[config.mk]
export PLATFORM = sky130hd
export DESIGN_NAME = bds_top
export DESIGN_NICKNAME = d
export VERILOG_FILES = /design/src/rtl/bds_top.v /design/src/rtl/bds_osc.v /design/src/rtl/bds_sync.v
export VERILOG_INCLUDE_DIRS = /design/src /design/src/rtl
export SDC_FILE = /design/constraint.sdc
export NUM_CORES = 1
export LEC_CHECK = 0
export BUFFER_PORTS_ARGS = -buffer_cell sky130_fd_sc_hd__buf_2
export CORE_ASPECT_RATIO = 2
export CORE_MARGIN = 2
export CORE_UTILIZATION = 35
export CTS_CLUSTER_DIAMETER = 60
export DETAILED_ROUTE_END_ITERATION = 16
export GPL_TIMING_DRIVEN = 0
export SYNTH_ARGS = -nofsm -noshare
export SYNTH_HDL_FRONTEND = slang
export SYNTH_SLANG_ARGS = --single-unit
[constraint.sdc]
create_clock -name sys_clk_i -period 4.1 [get_ports sys_clk_i]
set_input_delay 0.41 -clock sys_clk_i [delete_from_list [all_inputs] [get_ports sys_clk_i]]
set_output_delay 0.41 -clock sys_clk_i [all_outputs]
set_load 0.02 [all_outputs]
[src/rtl/bds_defines.vh]
// Timing constants and encodings for the bridge drive sequencer
`ifndef BDS_DEFINES_VH
`define BDS_DEFINES_VH
// System clock period in ps
`define BDS_SYS_CLK_PS      4000
// Internal oscillator rates in kHz
`define BDS_LOW_RATE_KHZ    250
`define BDS_HIGH_RATE_KHZ   350
// Half-period counts in system cycles (rounded down)
`define BDS_LOW_HALF_CYC    (1000000000 / (`BDS_LOW_RATE_KHZ * 2 * `BDS_SYS_CLK_PS))
`define BDS_HIGH_HALF_CYC   (1000000000 / (`BDS_HIGH_RATE_KHZ * 2 * `BDS_SYS_CLK_PS))
// Steady-level cycles before falling back to the oscillator
`define BDS_STEADY_CYCLES   6
// Cool-down length in oscillator cycles
`define BDS_COOL_CYCLES     1024
// Bridge phase encoding
`define BDS_PHASE_ZERO      1'b0
`define BDS_PHASE_ONE       1'b1
`endif

[src/rtl/bds_top.v]
// Bridge drive sequencer: clock choice, dead time, clamp and protection
`timescale 1ns/10ps
`default_nettype none
`include "bds_defines.vh"
// Operation
// - Toggling external clock is halved into complementary bridge phases.
// - Steady clock-select level for six oscillator cycles selects internal oscillator.
// - Floating (high) select runs low rate, confirmed after six high cycles.
// - Grounded select runs high rate, confirmed after six low cycles.
// - Low-side gates have equal high widths with a both-low gap.
// - Dead time follows oscillator low phase, longer at lower rate.
// - Dead time starts only after both low-side gates read off.
// - Phase zero: high-side one and low-side two on, others off.
// - Phase one: high-side two and low-side one on, others off.
// - Over-limit current enters clamp mode, reducing low-side gate drive.
// - Over-temperature forces all four switches off.
// - Leave protection only when cool and cool-down elapsed.
// - Start-up begins clamped; full drive once current drops.
// - Enable high runs and closes pull-up bypass; low shuts down, opens it.
// - Internal low rate 250 kHz, high rate 350 kHz.
// - Floating enable counts as on; held low disables.
module bds_top #(
  parameter COOL_CYCLES = `BDS_COOL_CYCLES
) (
  // Clock and reset
  input  wire  sys_clk_i,
  input  wire  rstn_i,
  // Pins and analog monitors (asynchronous)
  input  wire  clk_sel_i,
  input  wire  enable_i,
  input  wire  over_limit_i,
  input  wire  over_temp_i,
  input  wire  temp_recovered_i,
  input  wire  gate_one_off_i,
  input  wire  gate_two_off_i,
  // Bridge switch commands
  output reg   high_side_switch_one_o,
  output reg   high_side_switch_two_o,
  output reg   low_side_gate_one_o,
  output reg   low_side_gate_two_o,
  // Drive strength and mode status
  output reg   reduced_drive_o,
  output reg   pullup_bypass_switch_o,
  output reg   ext_clock_mode_o,
  output reg   protect_mode_o
);
  ////////////////////////////////////////////////////////////////////////////
  // Synchronised inputs
  wire [6:0] sy;
  bds_sync #(.W(7)) u_sync (
    .sys_clk_i (sys_clk_i),
    .rstn_i    (rstn_i),
    .d_i       ({clk_sel_i, enable_i, over_limit_i, over_temp_i,
                 temp_recovered_i, gate_one_off_i, gate_two_off_i}),
    .q_o       (sy)
  );
  wire sel_s   = sy[6];
  wire en_s    = sy[5];
  wire lim_s   = sy[4];
  wire hot_s   = sy[3];
  wire cool_s  = sy[2];
  wire g1off_s = sy[1];
  wire g2off_s = sy[0];

  ////////////////////////////////////////////////////////////////////////////
  // Internal oscillator, rate from the last steady select level
  reg  high_rate;
  wire osc_level;
  wire osc_rise;
  bds_osc u_osc (
    .sys_clk_i   (sys_clk_i),
    .rstn_i      (rstn_i),
    .high_rate_i (high_rate),
    .osc_level_o (osc_level),
    .osc_rise_o  (osc_rise)
  );

  ////////////////////////////////////////////////////////////////////////////
  // Clock source detection
  reg       sel_d;
  reg [2:0] steady_cnt;
  reg       ext_mode;
  reg [1:0] settle;
  wire      settled  = (settle == 2'h3);
  wire      sel_edge = settled & (sel_s ^ sel_d);
  wire      sel_rise = settled & sel_s & ~sel_d;

  // Hold off edge detection until the synchroniser carries the real pin
  // level; its reset value would otherwise read as a select edge
  always @(posedge sys_clk_i) begin
    if (!rstn_i) begin
      settle <= 2'h0;
    end else if (!settled) begin
      settle <= settle + 2'h1;
    end
  end

  // Any edge on select means external clock; six quiet cycles fall back
  always @(posedge sys_clk_i) begin
    if (!rstn_i) begin
      sel_d      <= 1'b0;
      steady_cnt <= 3'h0;
      ext_mode   <= 1'b0;
      high_rate  <= 1'b0;
    end else begin
      sel_d <= sel_s;
      if (sel_edge) begin
        steady_cnt <= 3'h0;
        ext_mode   <= 1'b1;
      end else if (osc_rise) begin
        if (steady_cnt >= `BDS_STEADY_CYCLES - 1) begin
          ext_mode  <= 1'b0;
          high_rate <= ~sel_s;
        end else begin
          steady_cnt <= steady_cnt + 3'h1;
        end
      end
    end
  end

  ////////////////////////////////////////////////////////////////////////////
  // Switching clock: oscillator, or select pin itself in external mode
  reg  sw_level_d;
  wire sw_level = ext_mode ? sel_s : osc_level;
  wire sw_rise  = ext_mode ? sel_rise : osc_rise;
  wire sw_low   = ~sw_level;

  ////////////////////////////////////////////////////////////////////////////
  // Enable, start-up clamp and protection
  reg        run;
  reg        protect;
  reg        clamp;
  reg [15:0] cool_cnt;
  wire       cool_done = (cool_cnt >= COOL_CYCLES[15:0]);

  // Protection, clamp and enable state
  always @(posedge sys_clk_i) begin
    if (!rstn_i) begin
      run      <= 1'b0;
      protect  <= 1'b0;
      clamp    <= 1'b1;
      cool_cnt <= 16'h0000;
    end else begin
      run <= en_s;
      if (hot_s && !protect) begin
        protect  <= 1'b1;
        cool_cnt <= 16'h0000;
      end else if (protect) begin
        if (osc_rise && !cool_done)
          cool_cnt <= cool_cnt + 16'h0001;
        if (cool_done && cool_s && !hot_s)
          protect <= 1'b0;
      end
      // Restart after shutdown begins clamped again
      if (!run || protect)
        clamp <= 1'b1;
      else if (lim_s)
        clamp <= 1'b1;
      else
        clamp <= 1'b0;
    end
  end
  wire active = run & ~protect;

  ////////////////////////////////////////////////////////////////////////////
  // Switching clock falling edge ends a drive window
  wire sw_fall = sw_level_d & ~sw_level;

  // Delayed switching clock level for edge detection
  always @(posedge sys_clk_i) begin
    if (!rstn_i) begin
      sw_level_d <= 1'b0;
    end else begin
      sw_level_d <= sw_level;
    end
  end

  ////////////////////////////////////////////////////////////////////////////
  // Diagonal decode, shared by all four switch commands
  function diag_on;
    input drv;
    input ph;
    input want;
    begin
      diag_on = drv && (ph == want);
    end
  endfunction

  ////////////////////////////////////////////////////////////////////////////
  // Bridge sequencer: drive on clock high, wait for gates off, dead on low
  localparam ST_IDLE  = 2'h0;
  localparam ST_DRIVE = 2'h1;
  localparam ST_WOFF  = 2'h2;
  localparam ST_DEAD  = 2'h3;
  reg [1:0] state;
  reg [1:0] next_state;
  reg       phase;

  // Next-state logic; one diagonal per switching clock period, so the
  // bridge runs at half the switching clock in both source modes
  always @* begin
    next_state = state;
    case (state)
      ST_IDLE: begin
        if (active && sw_rise)
          next_state = ST_DRIVE;
      end
      ST_DRIVE: begin
        if (!active)
          next_state = ST_IDLE;
        else if (sw_fall)
          next_state = ST_WOFF;
      end
      ST_WOFF: begin
        if (!active)
          next_state = ST_IDLE;
        else if (g1off_s && g2off_s)
          next_state = ST_DEAD;
      end
      ST_DEAD: begin
        if (!active)
          next_state = ST_IDLE;
        else if (!sw_low)
          next_state = ST_DRIVE;
      end
      default: begin
        next_state = ST_IDLE;
      end
    endcase
  end

  // State register
  always @(posedge sys_clk_i) begin
    if (!rstn_i) begin
      state <= ST_IDLE;
    end else begin
      state <= next_state;
    end
  end

  // Phase flips only once both gates read off, never mid-drive
  always @(posedge sys_clk_i) begin
    if (!rstn_i) begin
      phase <= `BDS_PHASE_ZERO;
    end else if (state == ST_WOFF && next_state == ST_DEAD) begin
      phase <= ~phase;
    end
  end

  ////////////////////////////////////////////////////////////////////////////
  // Registered switch commands
  wire drive = (state == ST_DRIVE) && active;

  // Both phases share one drive window so widths match
  always @(posedge sys_clk_i) begin
    if (!rstn_i) begin
      high_side_switch_one_o <= 1'b0;
      high_side_switch_two_o <= 1'b0;
      low_side_gate_one_o    <= 1'b0;
      low_side_gate_two_o    <= 1'b0;
    end else begin
      high_side_switch_one_o <= diag_on(drive, phase, `BDS_PHASE_ZERO);
      low_side_gate_two_o    <= diag_on(drive, phase, `BDS_PHASE_ZERO);
      high_side_switch_two_o <= diag_on(drive, phase, `BDS_PHASE_ONE);
      low_side_gate_one_o    <= diag_on(drive, phase, `BDS_PHASE_ONE);
    end
  end

  ////////////////////////////////////////////////////////////////////////////
  // Registered drive strength and mode status
  // Reduced drive is the safe reset state: start-up always begins clamped
  always @(posedge sys_clk_i) begin
    if (!rstn_i) begin
      reduced_drive_o        <= 1'b1;
      pullup_bypass_switch_o <= 1'b0;
      ext_clock_mode_o       <= 1'b0;
      protect_mode_o         <= 1'b0;
    end else begin
      reduced_drive_o        <= clamp;
      pullup_bypass_switch_o <= en_s;
      ext_clock_mode_o       <= ext_mode;
      protect_mode_o         <= protect;
    end
  end
endmodule
`default_nettype wire

[src/rtl/bds_osc.v]
// Internal oscillator: divides system clock into a low or high rate tick
`timescale 1ns/10ps
`default_nettype none
`include "bds_defines.vh"
module bds_osc #(
  parameter LOW_HALF  = `BDS_LOW_HALF_CYC,
  parameter HIGH_HALF = `BDS_HIGH_HALF_CYC
) (
  // Clock and reset
  input  wire       sys_clk_i,
  input  wire       rstn_i,
  // Rate select
  input  wire       high_rate_i,
  // Oscillator outputs
  output reg        osc_level_o,
  output reg        osc_rise_o
);
  reg [11:0] cnt;
  wire [11:0] half_lim = high_rate_i ? HIGH_HALF[11:0] : LOW_HALF[11:0];

  // Free running half-period counter
  always @(posedge sys_clk_i) begin
    if (!rstn_i) begin
      cnt         <= 12'h000;
      osc_level_o <= 1'b0;
      osc_rise_o  <= 1'b0;
    end else if (cnt >= half_lim - 12'h001) begin
      cnt         <= 12'h000;
      osc_level_o <= ~osc_level_o;
      osc_rise_o  <= ~osc_level_o;
    end else begin
      cnt        <= cnt + 12'h001;
      osc_rise_o <= 1'b0;
    end
  end
endmodule
`default_nettype wire

[src/rtl/bds_sync.v]
// Two flip-flop synchroniser for asynchronous pin levels
`timescale 1ns/10ps
`default_nettype none
module bds_sync #(
  parameter W = 1
) (
  // Clock and reset
  input  wire         sys_clk_i,
  input  wire         rstn_i,
  // Data
  input  wire [W-1:0] d_i,
  output reg  [W-1:0] q_o
);
  reg [W-1:0] meta;

  // First stage only feeds the second
  always @(posedge sys_clk_i) begin
    if (!rstn_i) begin
      meta <= {W{1'b0}};
      q_o  <= {W{1'b0}};
    end else begin
      meta <= d_i;
      q_o  <= meta;
    end
  end
endmodule
`default_nettype wire

* Yosys cells after proc, flatten, opt, wreduce, memory -nomap -nowiden
Index checks and enable logic that the tools add are counted.
** Word-level totals
- Bits in registers :: 64
- Input bits :: 9
- Output and inout bits :: 8
- Word-level logic and storage cells :: 95
** Cells by class
- $add $sub $neg :: 5
- Magnitude comparators :: 3
- Equality and inequality tests :: 5
- Muxes and demuxes :: 18
- Bitwise gates (word level) :: 15
- Reductions and logical operators :: 27
** Operator list (number)
- adder 16 x 1 -> 16 bit, second input constant :: 1
- greater-or-equal comparator 16 x 11 -> 1 bit, second input constant :: 1
- two-way mux 2 bit :: 7
- adder 12 x 1 -> 12 bit, second input constant :: 1
- greater-or-equal comparator 12 bit :: 1
- subtractor 12 x 1 -> 12 bit, second input constant :: 1
- logical AND 1 bit :: 10
- two-way mux 1 bit :: 9
- NOT 1 bit :: 9
- equality test 2 bit, second input constant :: 4
- two-way mux 8 bit :: 1
- case mux 2 bit (4 select lines) :: 1
- AND reduction 2 bit :: 4
- OR reduction 2 bit :: 4
- AND 1 bit :: 5
- logical NOT 1 bit :: 4
- nonzero test 2 bit :: 2
- adder 3 x 1 -> 3 bit, second input constant :: 1
- greater-or-equal comparator 3 bit, second input constant :: 1
- AND reduction 3 bit :: 1
- adder 2 x 1 -> 2 bit, second input constant :: 1
- equality test 2 x 1 -> 1 bit, second input constant :: 1
- logical NOT 2 bit :: 1
- logical OR 1 bit :: 1
- XOR 1 bit :: 1

* Logic depth before layout (Yosys ltp)
Gate-level depths: netlist (run 1).
- Depth in word-level cells :: 9
- Depth in mapped cells :: 6

* Hierarchy
Synthesis (run 1) repeated with hierarchy kept, for this count alone.
** Unflattened totals
- Cell total of the unflattened synthesis :: 254
- Area total of the unflattened synthesis :: 2577.5 sq um
** By module, submodules not included
- bds_top :: instances 1, cells an instance 157, area an instance 1495.2 sq um, seq. area each 720.7 sq um
- bds_osc :: instances 1, cells an instance 68, area an instance 690.7 sq um, seq. area each 280.3 sq um
- bds_sync :: instances 1, cells an instance 29, area an instance 391.6 sq um, seq. area each 280.3 sq um

* Least setup slack after synthesis (run 1)
Ideal clock, no wire load.
- Kind :: register to register
- Start point :: reg high_rate
- End point :: reg u_osc.cnt[2]
- Arrival :: 1.582 ns
- Data required time :: 4.032 ns
- Slack :: 2.450 ns
- Cell stages (with the launch flop) :: 7
- Cell sequence :: dfxtp_1 inv_1 ha_1 a211o_1 a31oi_1 o211ai_1 nor2_1
** On the way
- Cells in the longest elaborated chain, start to end :: 4
** RTL lines
- start: declaration :: RTL line bds_top.v:67 : reg high_rate;
- start signal: assignment :: RTL line bds_top.v:113 : high_rate <= ~sel_s;
- two-way mux 8 bit :: RTL line bds_osc.v:19 : wire [11:0] half_lim = high_rate_i ? HIGH_HALF[11:0] : LOW_HALF[11:0];
- subtractor 12 x 1 -> 12 bit :: RTL line bds_osc.v:27 : end else if (cnt >= half_lim - 12'h001) begin
- greater-or-equal comparator 12 bit :: RTL line bds_osc.v:27
- OR reduction 2 bit (no source line)
- end signal: assignment :: RTL line bds_osc.v:32 : cnt <= cnt + 12'h001;
- end: declaration :: RTL line bds_osc.v:18 : reg [11:0] cnt;
Every way passes these cells.
A chain may end at the register's enable or synchronous reset.

* Worst setup path after layout (run 1)
Same ends and word-level chain as after synthesis.

==> flow_metrics.tcl, run 1 <==
set metrics [dict create \
    wl_um 4370 \
    synth_area_leaders "dfxtp_1 (51%), and2_1 (6.5%), ha_1 (5.5%), xor2_1 (4.5%), nor2_1 (2.8%)" \
    viasPerCell 4.72 \
    ys_ff_latch 64 \
    worst_pin_slew_ns 0.711 \
    status "finished clean" \
    die-area_mm2 0.00791 \
    synth_top_family_by_area "simple AND/OR/NAND/NOR gates" \
    synth_edf_count 0 \
    syn_area_per_cell_um2 9.97 \
    hold_buffers 0 \
    path_class "reg2reg" \
    synthAdderAreaFrac 0.0548 \
    start_util 0.362 \
    utilization 0.432 \
    ys_types 44 \
    rows 43 \
    whs_ns 0.290 \
    fin_crit_ns 1.91 \
    track_usage 0.128 \
    fmaxAchievable_ghz 0.522 \
    seqCellArea_mm2 0.00128 \
    antenna_found_initial 0 \
    layout-drive-gt1-share 0.124 \
    numPortBuffers 15 \
    ys.flop_type "dfxtp_1" \
    async_flop_share 0 \
    powerDensity_mw_per_mm2 489 \
    rsz0062_at_grt "false" \
    fin_nets 299 \
    ir_drop_v 0.000328 \
    cts_tree "built" \
    gp_congestion 0.757 \
    hold_class "in2reg" \
    clock_latency_ns 0.33 \
    cts-htree-levels 3 \
    antenna_left 0 \
    drtIter0Drc 39 \
    cts-root-buf "clkbuf_16" \
    place_hpwl_um 3160 \
    cp_max_fo 9 \
    yosysSeqAreaShare 0.510 \
    syn_to_final_growth_pct 19.4 \
    yosysWarnings 0 \
    power_frac_clock 0.508 \
    synth_top_cell_area_share 0.510 \
    clock_skew_ns 0.00698 \
    fillers 685 \
    crit_path_start_kind "flip-flop" \
    seqPwrFrac 0.448 \
    grt_pass1_wl_um 7770 \
    cts_resized 0 \
    synth_xor_area_frac 0.0593 \
    relSlewSlack 0.524 \
    p_sw_w 0.000299 \
    hold_viol_final 0 \
    synth_compound_area_frac 0.0881 \
    yosys.area_share.simple 0.246 \
    post_cts_buffers 0 \
    intPower_w 0.00117 \
    cp_data_arrival_time_ns 2.17 \
    netlist_area_mm2 0.00251 \
    yosys-mux-area-fraction 0.0120 \
    vias 1756 \
    multiInputGateArea_mm2 0.00116 \
    first_pass_iters 4 \
    cts.sinks 64 \
    power_leakage_nw 1.22 \
    maxCapViolations 0 \
    path_clk_slew_ns 0.05 \
    syn_inst 252 \
    switching_share 0.204 \
    coreArea_mm2 0.00694 \
    die_h_um 124 \
    die_w_um 63.9 \
    tns_ns 0 \
    p_comb_frac 0.044 \
    antenna_cells 0 \
    synth_top_area_cell "dfxtp_1" \
    grt_max_degree 11 \
    cts_buffers 9 \
    finalSetupViolCount 0 \
    ioPinCount 17 \
    routedWlPerCell_um 11.7 \
    gr-total-overflow 0 \
    required_ns 4.35 \
    drc 0 \
    end_kind "flip-flop" \
    finalCritPeriodShare 0.467 \
    cts.path.max_buffers 2 \
    grt_pass1_vias 1797 \
    finalMaxSlewViolations 0 \
]
per-stage QoR:
stage	instance area (um^2)	total power, W	setup slack, ns	instances
2_1_floorplan	2520	0.000716	2.45	253
3_3_place_gp	2700	0.000734	2.19	358
3_5_place_dp	2700	0.000737	2.16	358
4_1_cts	3000	0.00148	2.14	372
5_1_grt	3000	0.00152	1.98	372
6_report	3000	0.00147	2.19	372
power by group through the flow:
| stage | clock, W | combinational (W) | sequential (W) |
|---|---|---|---|
| 3_5_place_dp | 0 | 0.0000668 | 0.000670 |
| 3_3_place_gp | 0 | 0.0000651 | 0.000669 |
| 4_1_cts | 0.000759 | 0.0000672 | 0.000657 |
| 5_1_grt | 0.000788 | 0.0000758 | 0.000659 |
| 6_report | 0.000744 | 0.0000652 | 0.000657 |
| 2_1_floorplan | 0 | 0.0000490 | 0.000667 |
metal layers:
metal	GRT usage	wire length, um	vias up
met2	0.223	2310	16
met3	0.0388	126	9
met5	0	0	-
met1	0.128	1810	815
met4	0.0883	115	0
li1	-	-	916
final timing paths:
path | startpoint | endpoint | slack [ns] | depth (start not counted)
hold reg to reg | clamp | reduced_drive_o | 0.41 | 1
setup / recovery | high_rate | u_osc.cnt[2] | 2.19 | 6
setup reg to reg | high_rate | u_osc.cnt[2] | 2.19 | 6
hold / removal | clk_sel_i | u_sync.meta[6] | 0.29 | 2
final cells by class:
| cell class | instances | area share |
|---|---|---|
| Clock buffer | 11 | 0.0843 |
| Clock inverter | 3 | 0.0142 |
| Buffer | 7 | 0.0113 |
| Multi-Input combinational cell | 172 | 0.388 |
| Tap cell | 90 | 0.0375 |
| Timing Repair Buffer | 15 | 0.0250 |
| Inverter | 10 | 0.0125 |
| Sequential cell | 64 | 0.427 |
cell usage after synthesis (3+ instances only):
cell type  count
a21oi_1        7
and2_1        26
and3_1         4
and4_1         3
clkbuf_1       5
dfxtp_1       64
ha_1          11
inv_1         10
mux2i_1        3
nand2_1       18
nand2b_1       3
nand3_1       10
nand4_1        4
nor2_1        19
nor2b_1        5
nor3_1         4
o211ai_1       4
o21ai_0        4
xnor2_1        4
xor2_1        13
cells in the final DEF, fill, tap and decap left out, types with 3 or more instances in the layout:
master and instances:
nor2_1 19, nand4_1 4, inv_1 10, nor2b_1 5, nand2b_1 3, nand3_1 10
and3_1 4, nand2_1 18, dfxtp_1 64, clkbuf_1 5, mux2i_1 3, o211ai_1 4
nor3_1 4, clkbuf_16 9, buf_2 15, and4_1 3, o21ai_0 4, xnor2_1 4
ha_1 11, and2_1 26, xor2_1 13, a21oi_1 7
worst max-delay path, cell delays in order, from the launching register on:
cell and delay (ns):
dfxtp_1 0.42, inv_1 0.11, ha_1 0.31, a211o_1 0.29, a31oi_1 0.18, o211ai_1 0.33, nor2_1 0.20
cells by family (layout without fill, tap and decap cells):
group / Yosys count / count (layout)
AOI/OAI and AO/OA: 32 / 32
and+or+nand+nor: 107 / 107
buffers and inverters: 17 / 46
muxes: 3 / 3
DFF: 64 / 64
other: 1 / 2
adders and majority gates: 11 / 11
xor gates and xnor gates: 17 / 17
sequential cells by signal, indices dropped and copies added, names as in the netlist, 2 cells and up:
signal       cells
state            2
u_osc.cnt       12
cool_cnt        16
u_sync.q_o       7
settle           2
steady_cnt       3
u_sync.meta      7
Power figures use the tool's default switching activity.
==> run 2: changes to the inputs <==
Clock period 4.1 ns to 1.6 ns, I/O delays scaled along.
==> flow_metrics.tcl, run 2 (synthesis gave the netlist of run 1 again) <==
set metrics [dict create \
    first_pass_iters 4 \
    end_kind "flip-flop" \
    antenna_found_initial 0 \
    final_cell_mix "dfxtp_1 (58), and2_1 (26), nor2_1 (19), nand2_1 (18), buf_4 (16)" \
    dp_cells 358 \
    start_util 0.362 \
    fin_nets 313 \
    utilization 0.454 \
    grt_max_degree 12 \
    met3_usage 0.0343 \
    place_ws_ns -0.237 \
    finalCritPeriodShare 0.980 \
    clock_latency_ns 0.33 \
    worst_slack_ns 0.0314 \
    globalRouteMet2Util 0.243 \
    cp_data_arrival_time_ns 1.82 \
    reg_top3 "cool_cnt x16, u_osc.cnt x12" \
    clock_skew_ns 0.00519 \
    gp_congestion 0.775 \
    final_cells 388 \
    finalMaxSlewViolations 0 \
    numPortBuffers 15 \
    cts_tree "built" \
    grt_pass1_vias 1831 \
    rrSetupSlack_ns 0.03 \
    required_ns 1.85 \
    startpoint "high_rate" \
    antenna_left 0 \
    worst_pin_slew_ns 0.724 \
    grt.busiest_layer "met2" \
    crit_path_start_kind "flip-flop" \
    drc 0 \
    whs_ns 0.0374 \
    powerDensity_mw_per_mm2 1150 \
    gr-total-overflow 0 \
    cts-htree-levels 3 \
    die_h_um 124 \
    vias 1857 \
    timing.rr.start "high_rate" \
    cts-root-buf "clkbuf_16" \
    layout-drive-gt1-share 0.218 \
    die-area_mm2 0.00791 \
    relSlewSlack 0.514 \
    syn_to_final_growth_pct 25.3 \
    maxCapViolations 0 \
    fmaxAchievable_ghz 0.638 \
    rows 43 \
    regMostFlops "cool_cnt" \
    hold_class "in2reg" \
    finalSetupViolCount 0 \
    slowest_stage "dfxtp_4" \
    cts_buffers 9 \
    status "finished clean" \
    drtIter0Drc 95 \
    routedWlPerCell_um 12.2 \
    largest_register_ffs 16 \
    wl_um 4730 \
    cts.path.max_buffers 2 \
    tns_ns 0 \
    r2r_cells 6 \
    ir_drop_v 0.000862 \
    rsz0062_at_grt "true" \
    met1_usage 0.130 \
    antenna_cells 0 \
    grt_pass1_wl_um 8080 \
    cp_max_fo 4 \
    regToRegEndpoint "u_osc.osc_level_o" \
    place_hpwl_um 3160 \
    path_cells "buf_6 > ha_4 > a211o_1 > a31oi_2 > o21a_1 > mux2i_1" \
    hold_viol_final 0 \
    cts.sinks 64 \
    final_common_cell "dfxtp_1" \
    fin_crit_ns 1.57 \
    slowest_delay_ns 0.36 \
    hold_buffers 0 \
    die_w_um 63.9 \
    viasPerCell 4.79 \
    path_class "reg2reg" \
    power_leakage_nw 1.28 \
    path_clk_slew_ns 0.05 \
    ioPinCount 17 \
    coreArea_mm2 0.00694 \
    track_usage 0.136 \
    endpoint "u_osc.osc_level_o" \
]
==> run 2: worst min-delay path by stage <==
stage	end	depth (start not counted)	start	slack [ns]
after floorplan	u_sync.meta[0]	1	gate_two_off_i	0.29
after global placement	u_sync.meta[4]	2	over_limit_i	0.37
after detailed placement	u_sync.meta[2]	2	temp_recovered_i	0.37
after CTS	u_sync.meta[6]	2	clk_sel_i	0.02
after global routing	u_sync.meta[6]	2	clk_sel_i	0.03
final	u_sync.meta[6]	2	clk_sel_i	0.04
==> run 2: routing by layer <==
| layer | up-vias | routed length, um |
|---|---|---|
| met5 | - | 0 |
| met4 | 0 | 116 |
| li1 | 946 | - |
| met3 | 6 | 154 |
| met2 | 27 | 2590 |
| met1 | 878 | 1870 |
==> run 2: power by group <==
| group | leakage [nW] | internal [W] | switching [W] | total [W] |
|---|---|---|---|---|
| registers | 0.525 | 0.00165 | 0.0000352 | 0.00168 |
| clock network | 0.134 | 0.00108 | 0.000671 | 0.00175 |
| logic | 0.620 | 0.0000959 | 0.0000974 | 0.000193 |
| total | 1.28 | 0.00282 | 0.000803 | 0.00362 |
==> run 2: through the flow <==
step                area (um^2)  power, W
floorplan                  2520   0.00184
global placement           2710   0.00188
detailed placement         2710   0.00189
CTS                        3100   0.00368
global route               3150   0.00379
finish                     3150   0.00362
==> run 2: critical path, delay by kind of cell (launching register included) <==
kind,cells,cell delay [ns]
compound gates,3,0.67
fa+ha+maj,1,0.14
buf+inv,1,0.12
flops,1,0.36
mux,1,0.20
==> run 2: layout make-up <==
type,instances,area (um^2)
fill,673,3790
tap,90,113
clock inverter,6,35.0
multi-input combinational,172,1210
timing repair buffer,30,191
buffer,6,30.0
clock buffer,10,239
sequential,64,1290
inverter,10,37.5
==> run 2: repair_timing <==
item | 4_1_cts | 5_1_grt
endpoints found under the setup margin | 18 | 17
buffers inserted | 9 | 6
gates resized for setup | 11 | 5
pin swaps | 5 | 7
gates cloned | 0 | 0
==> run 3: changes to the inputs <==
Settings changed: BUFFER_PORTS_ARGS -buffer_cell sky130_fd_sc_hd__buf_2 to -buffer_cell sky130_fd_sc_hd__buf_4, CORE_MARGIN 2 to 3, CORE_UTILIZATION 35 to 53, PLACE_DENSITY set to 0.74.
==> flow_metrics.tcl, run 3 (synthesis gave the netlist of run 1 again) <==
set metrics [dict create \
    status "finished clean" \
    antenna_cells 0 \
    wl_um 4510 \
    place_hpwl_um 3100 \
    layout-drive-gt1-share 0.235 \
    path_clk_slew_ns 0.07 \
    required_ns 1.87 \
    cts.sinks 64 \
    fin_nets 309 \
    ioPinCount 17 \
    worst_hold_startpoint "enable_i" \
    grt_pass1_vias 1851 \
    largest_register_ffs 16 \
    die_h_um 103 \
    cts_buffers 9 \
    finalSetupViolCount 0 \
    rsz0062_at_grt "true" \
    whs_ns 0.0284 \
    syn_to_final_growth_pct 21.9 \
    routedWlPerCell_um 13.0 \
    final_common_cell "dfxtp_1" \
    numPortBuffers 15 \
    fillers 385 \
    first_pass_iters 4 \
    tns_ns 0 \
    grt_pass1_wl_um 7570 \
    finalMaxSlewViolations 0 \
    cts-root-buf "clkbuf_8" \
    finalCritPeriodShare 0.986 \
    clock_skew_ns 0.00649 \
    vias 1843 \
    ir_drop_v 0.000944 \
    final_cell_mix "dfxtp_1 (57), buf_4 (27), and2_1 (26), nand2_1 (17), nor2_1 (14)" \
    antenna_found_initial 0 \
    path_cells "ha_2 > a2111o_1 > a21oi_2 > o211ai_1 > buf_4 > nor2_2" \
    cts-htree-levels 3 \
    cp_data_arrival_time_ns 1.85 \
    track_usage 0.186 \
    cts.path.max_buffers 2 \
    coreArea_mm2 0.00447 \
    rows 34 \
    die-area_mm2 0.00565 \
    cp_max_fo 5 \
    seqCellArea_mm2 0.00129 \
    powerDensity_mw_per_mm2 1100 \
    hold_class "in2reg" \
    relSlewSlack 0.527 \
    viasPerCell 5.30 \
    critPathTopFamily "compound AO/OA/AOI/OAI gates" \
    gr-total-overflow 0 \
    worst_pin_slew_ns 0.704 \
    worst_slack_ns 0.0228 \
    end_kind "flip-flop" \
    antenna_left 0 \
    multiInputGateArea_mm2 0.00122 \
    dp_cells 322 \
    drc 0 \
    cp_num_buf_inv 1 \
    die_w_um 54.7 \
    cts_tree "built" \
    maxCapViolations 0 \
    slowest_delay_ns 0.39 \
    grt_max_degree 12 \
    final_cells 348 \
    power_w 0.00338 \
    start_util 0.562 \
    place_ws_ns -0.239 \
    slowest_stage "a2111o_1" \
    reg_top3 "cool_cnt x16, u_osc.cnt x12" \
    drtIter0Drc 29 \
    fin_crit_ns 1.58 \
    path_class "reg2reg" \
    startpoint "high_rate" \
    regMostFlops "cool_cnt" \
    crit_path_start_kind "flip-flop" \
    clock_latency_ns 0.33 \
    hold_buffers 0 \
    fmaxAchievable_ghz 0.634 \
    timing.rr.start "high_rate" \
    gp_congestion 0.729 \
    hold_viol_final 0 \
    power_leakage_nw 1.23 \
]
run 3: cell types whose count changed in the layout (fill, tap and decap cells not counted), moves of 2 or more:
cell and delta:
clkinv_2 -3, bufinv_16 +2, nor2_2 +5, ha_1 -2
ha_2 +3, nor2_1 -5, buf_4 +11, buf_2 -14
clkbuf_8 +9, clkbuf_16 -9
run 3: worst reg2reg max path, delay by kind of cell, from the launching register on:
family	cells	cell delay [ns]
flops	1	0.37
fa+ha+maj	1	0.18
simple gates	1	0.08
buf+inv	1	0.20
compound gates	3	0.68
run 3: repair_timing:
item | 4_1_cts | 5_1_grt
pin swaps | 4 | 11
setup buffers | 8 | 2
setup endpoints to repair | 17 | 19
gates cloned | 0 | 1
resized for setup | 8 | 17
run 3: path summary, 6_finish.rpt:
path	endpoint	slack, ns	cells past startpoint
worst max-delay path	u_osc.cnt[2]	0.02	6
worst min register to register	reduced_drive_o	0.42	1
worst max register to register	u_osc.cnt[2]	0.02	6
worst min-delay path	u_sync.meta[5]	0.03	2
run 3: where the power goes:
part	internal [W]	total, W	switching [W]
logic	0.0000998	0.000198	0.0000982
registers	0.00165	0.00168	0.0000350
clock network	0.000917	0.00150	0.000587
run 3: metrics by stage:
stage	util	instance area [um^2]
2_1_floorplan	-	2520
3_3_place_gp	0.604	2700
3_5_place_dp	0.604	2700
4_1_cts	0.674	3010
5_1_grt	0.686	3060
6_report	0.686	3060
run 3: cell type report:
class                           instances  area share
Clock inverter                          5      0.0261
Timing Repair Buffer                   26      0.0629
Inverter                               10      0.0131
Sequential cell                        64       0.423
Tap cell                               54      0.0221
Buffer                                  6     0.00980
Clock buffer                           11      0.0462
Multi-Input combinational cell        172       0.397
run 3: routing by layer:
layer | vias up | GRT usage | routed length [um]
li1 | 936 | - | -
met1 | 877 | 0.178 | 1750
met2 | 22 | 0.336 | 2530
met3 | 8 | 0.0473 | 127
met4 | 0 | 0.109 | 102
met5 | - | 0 | 0
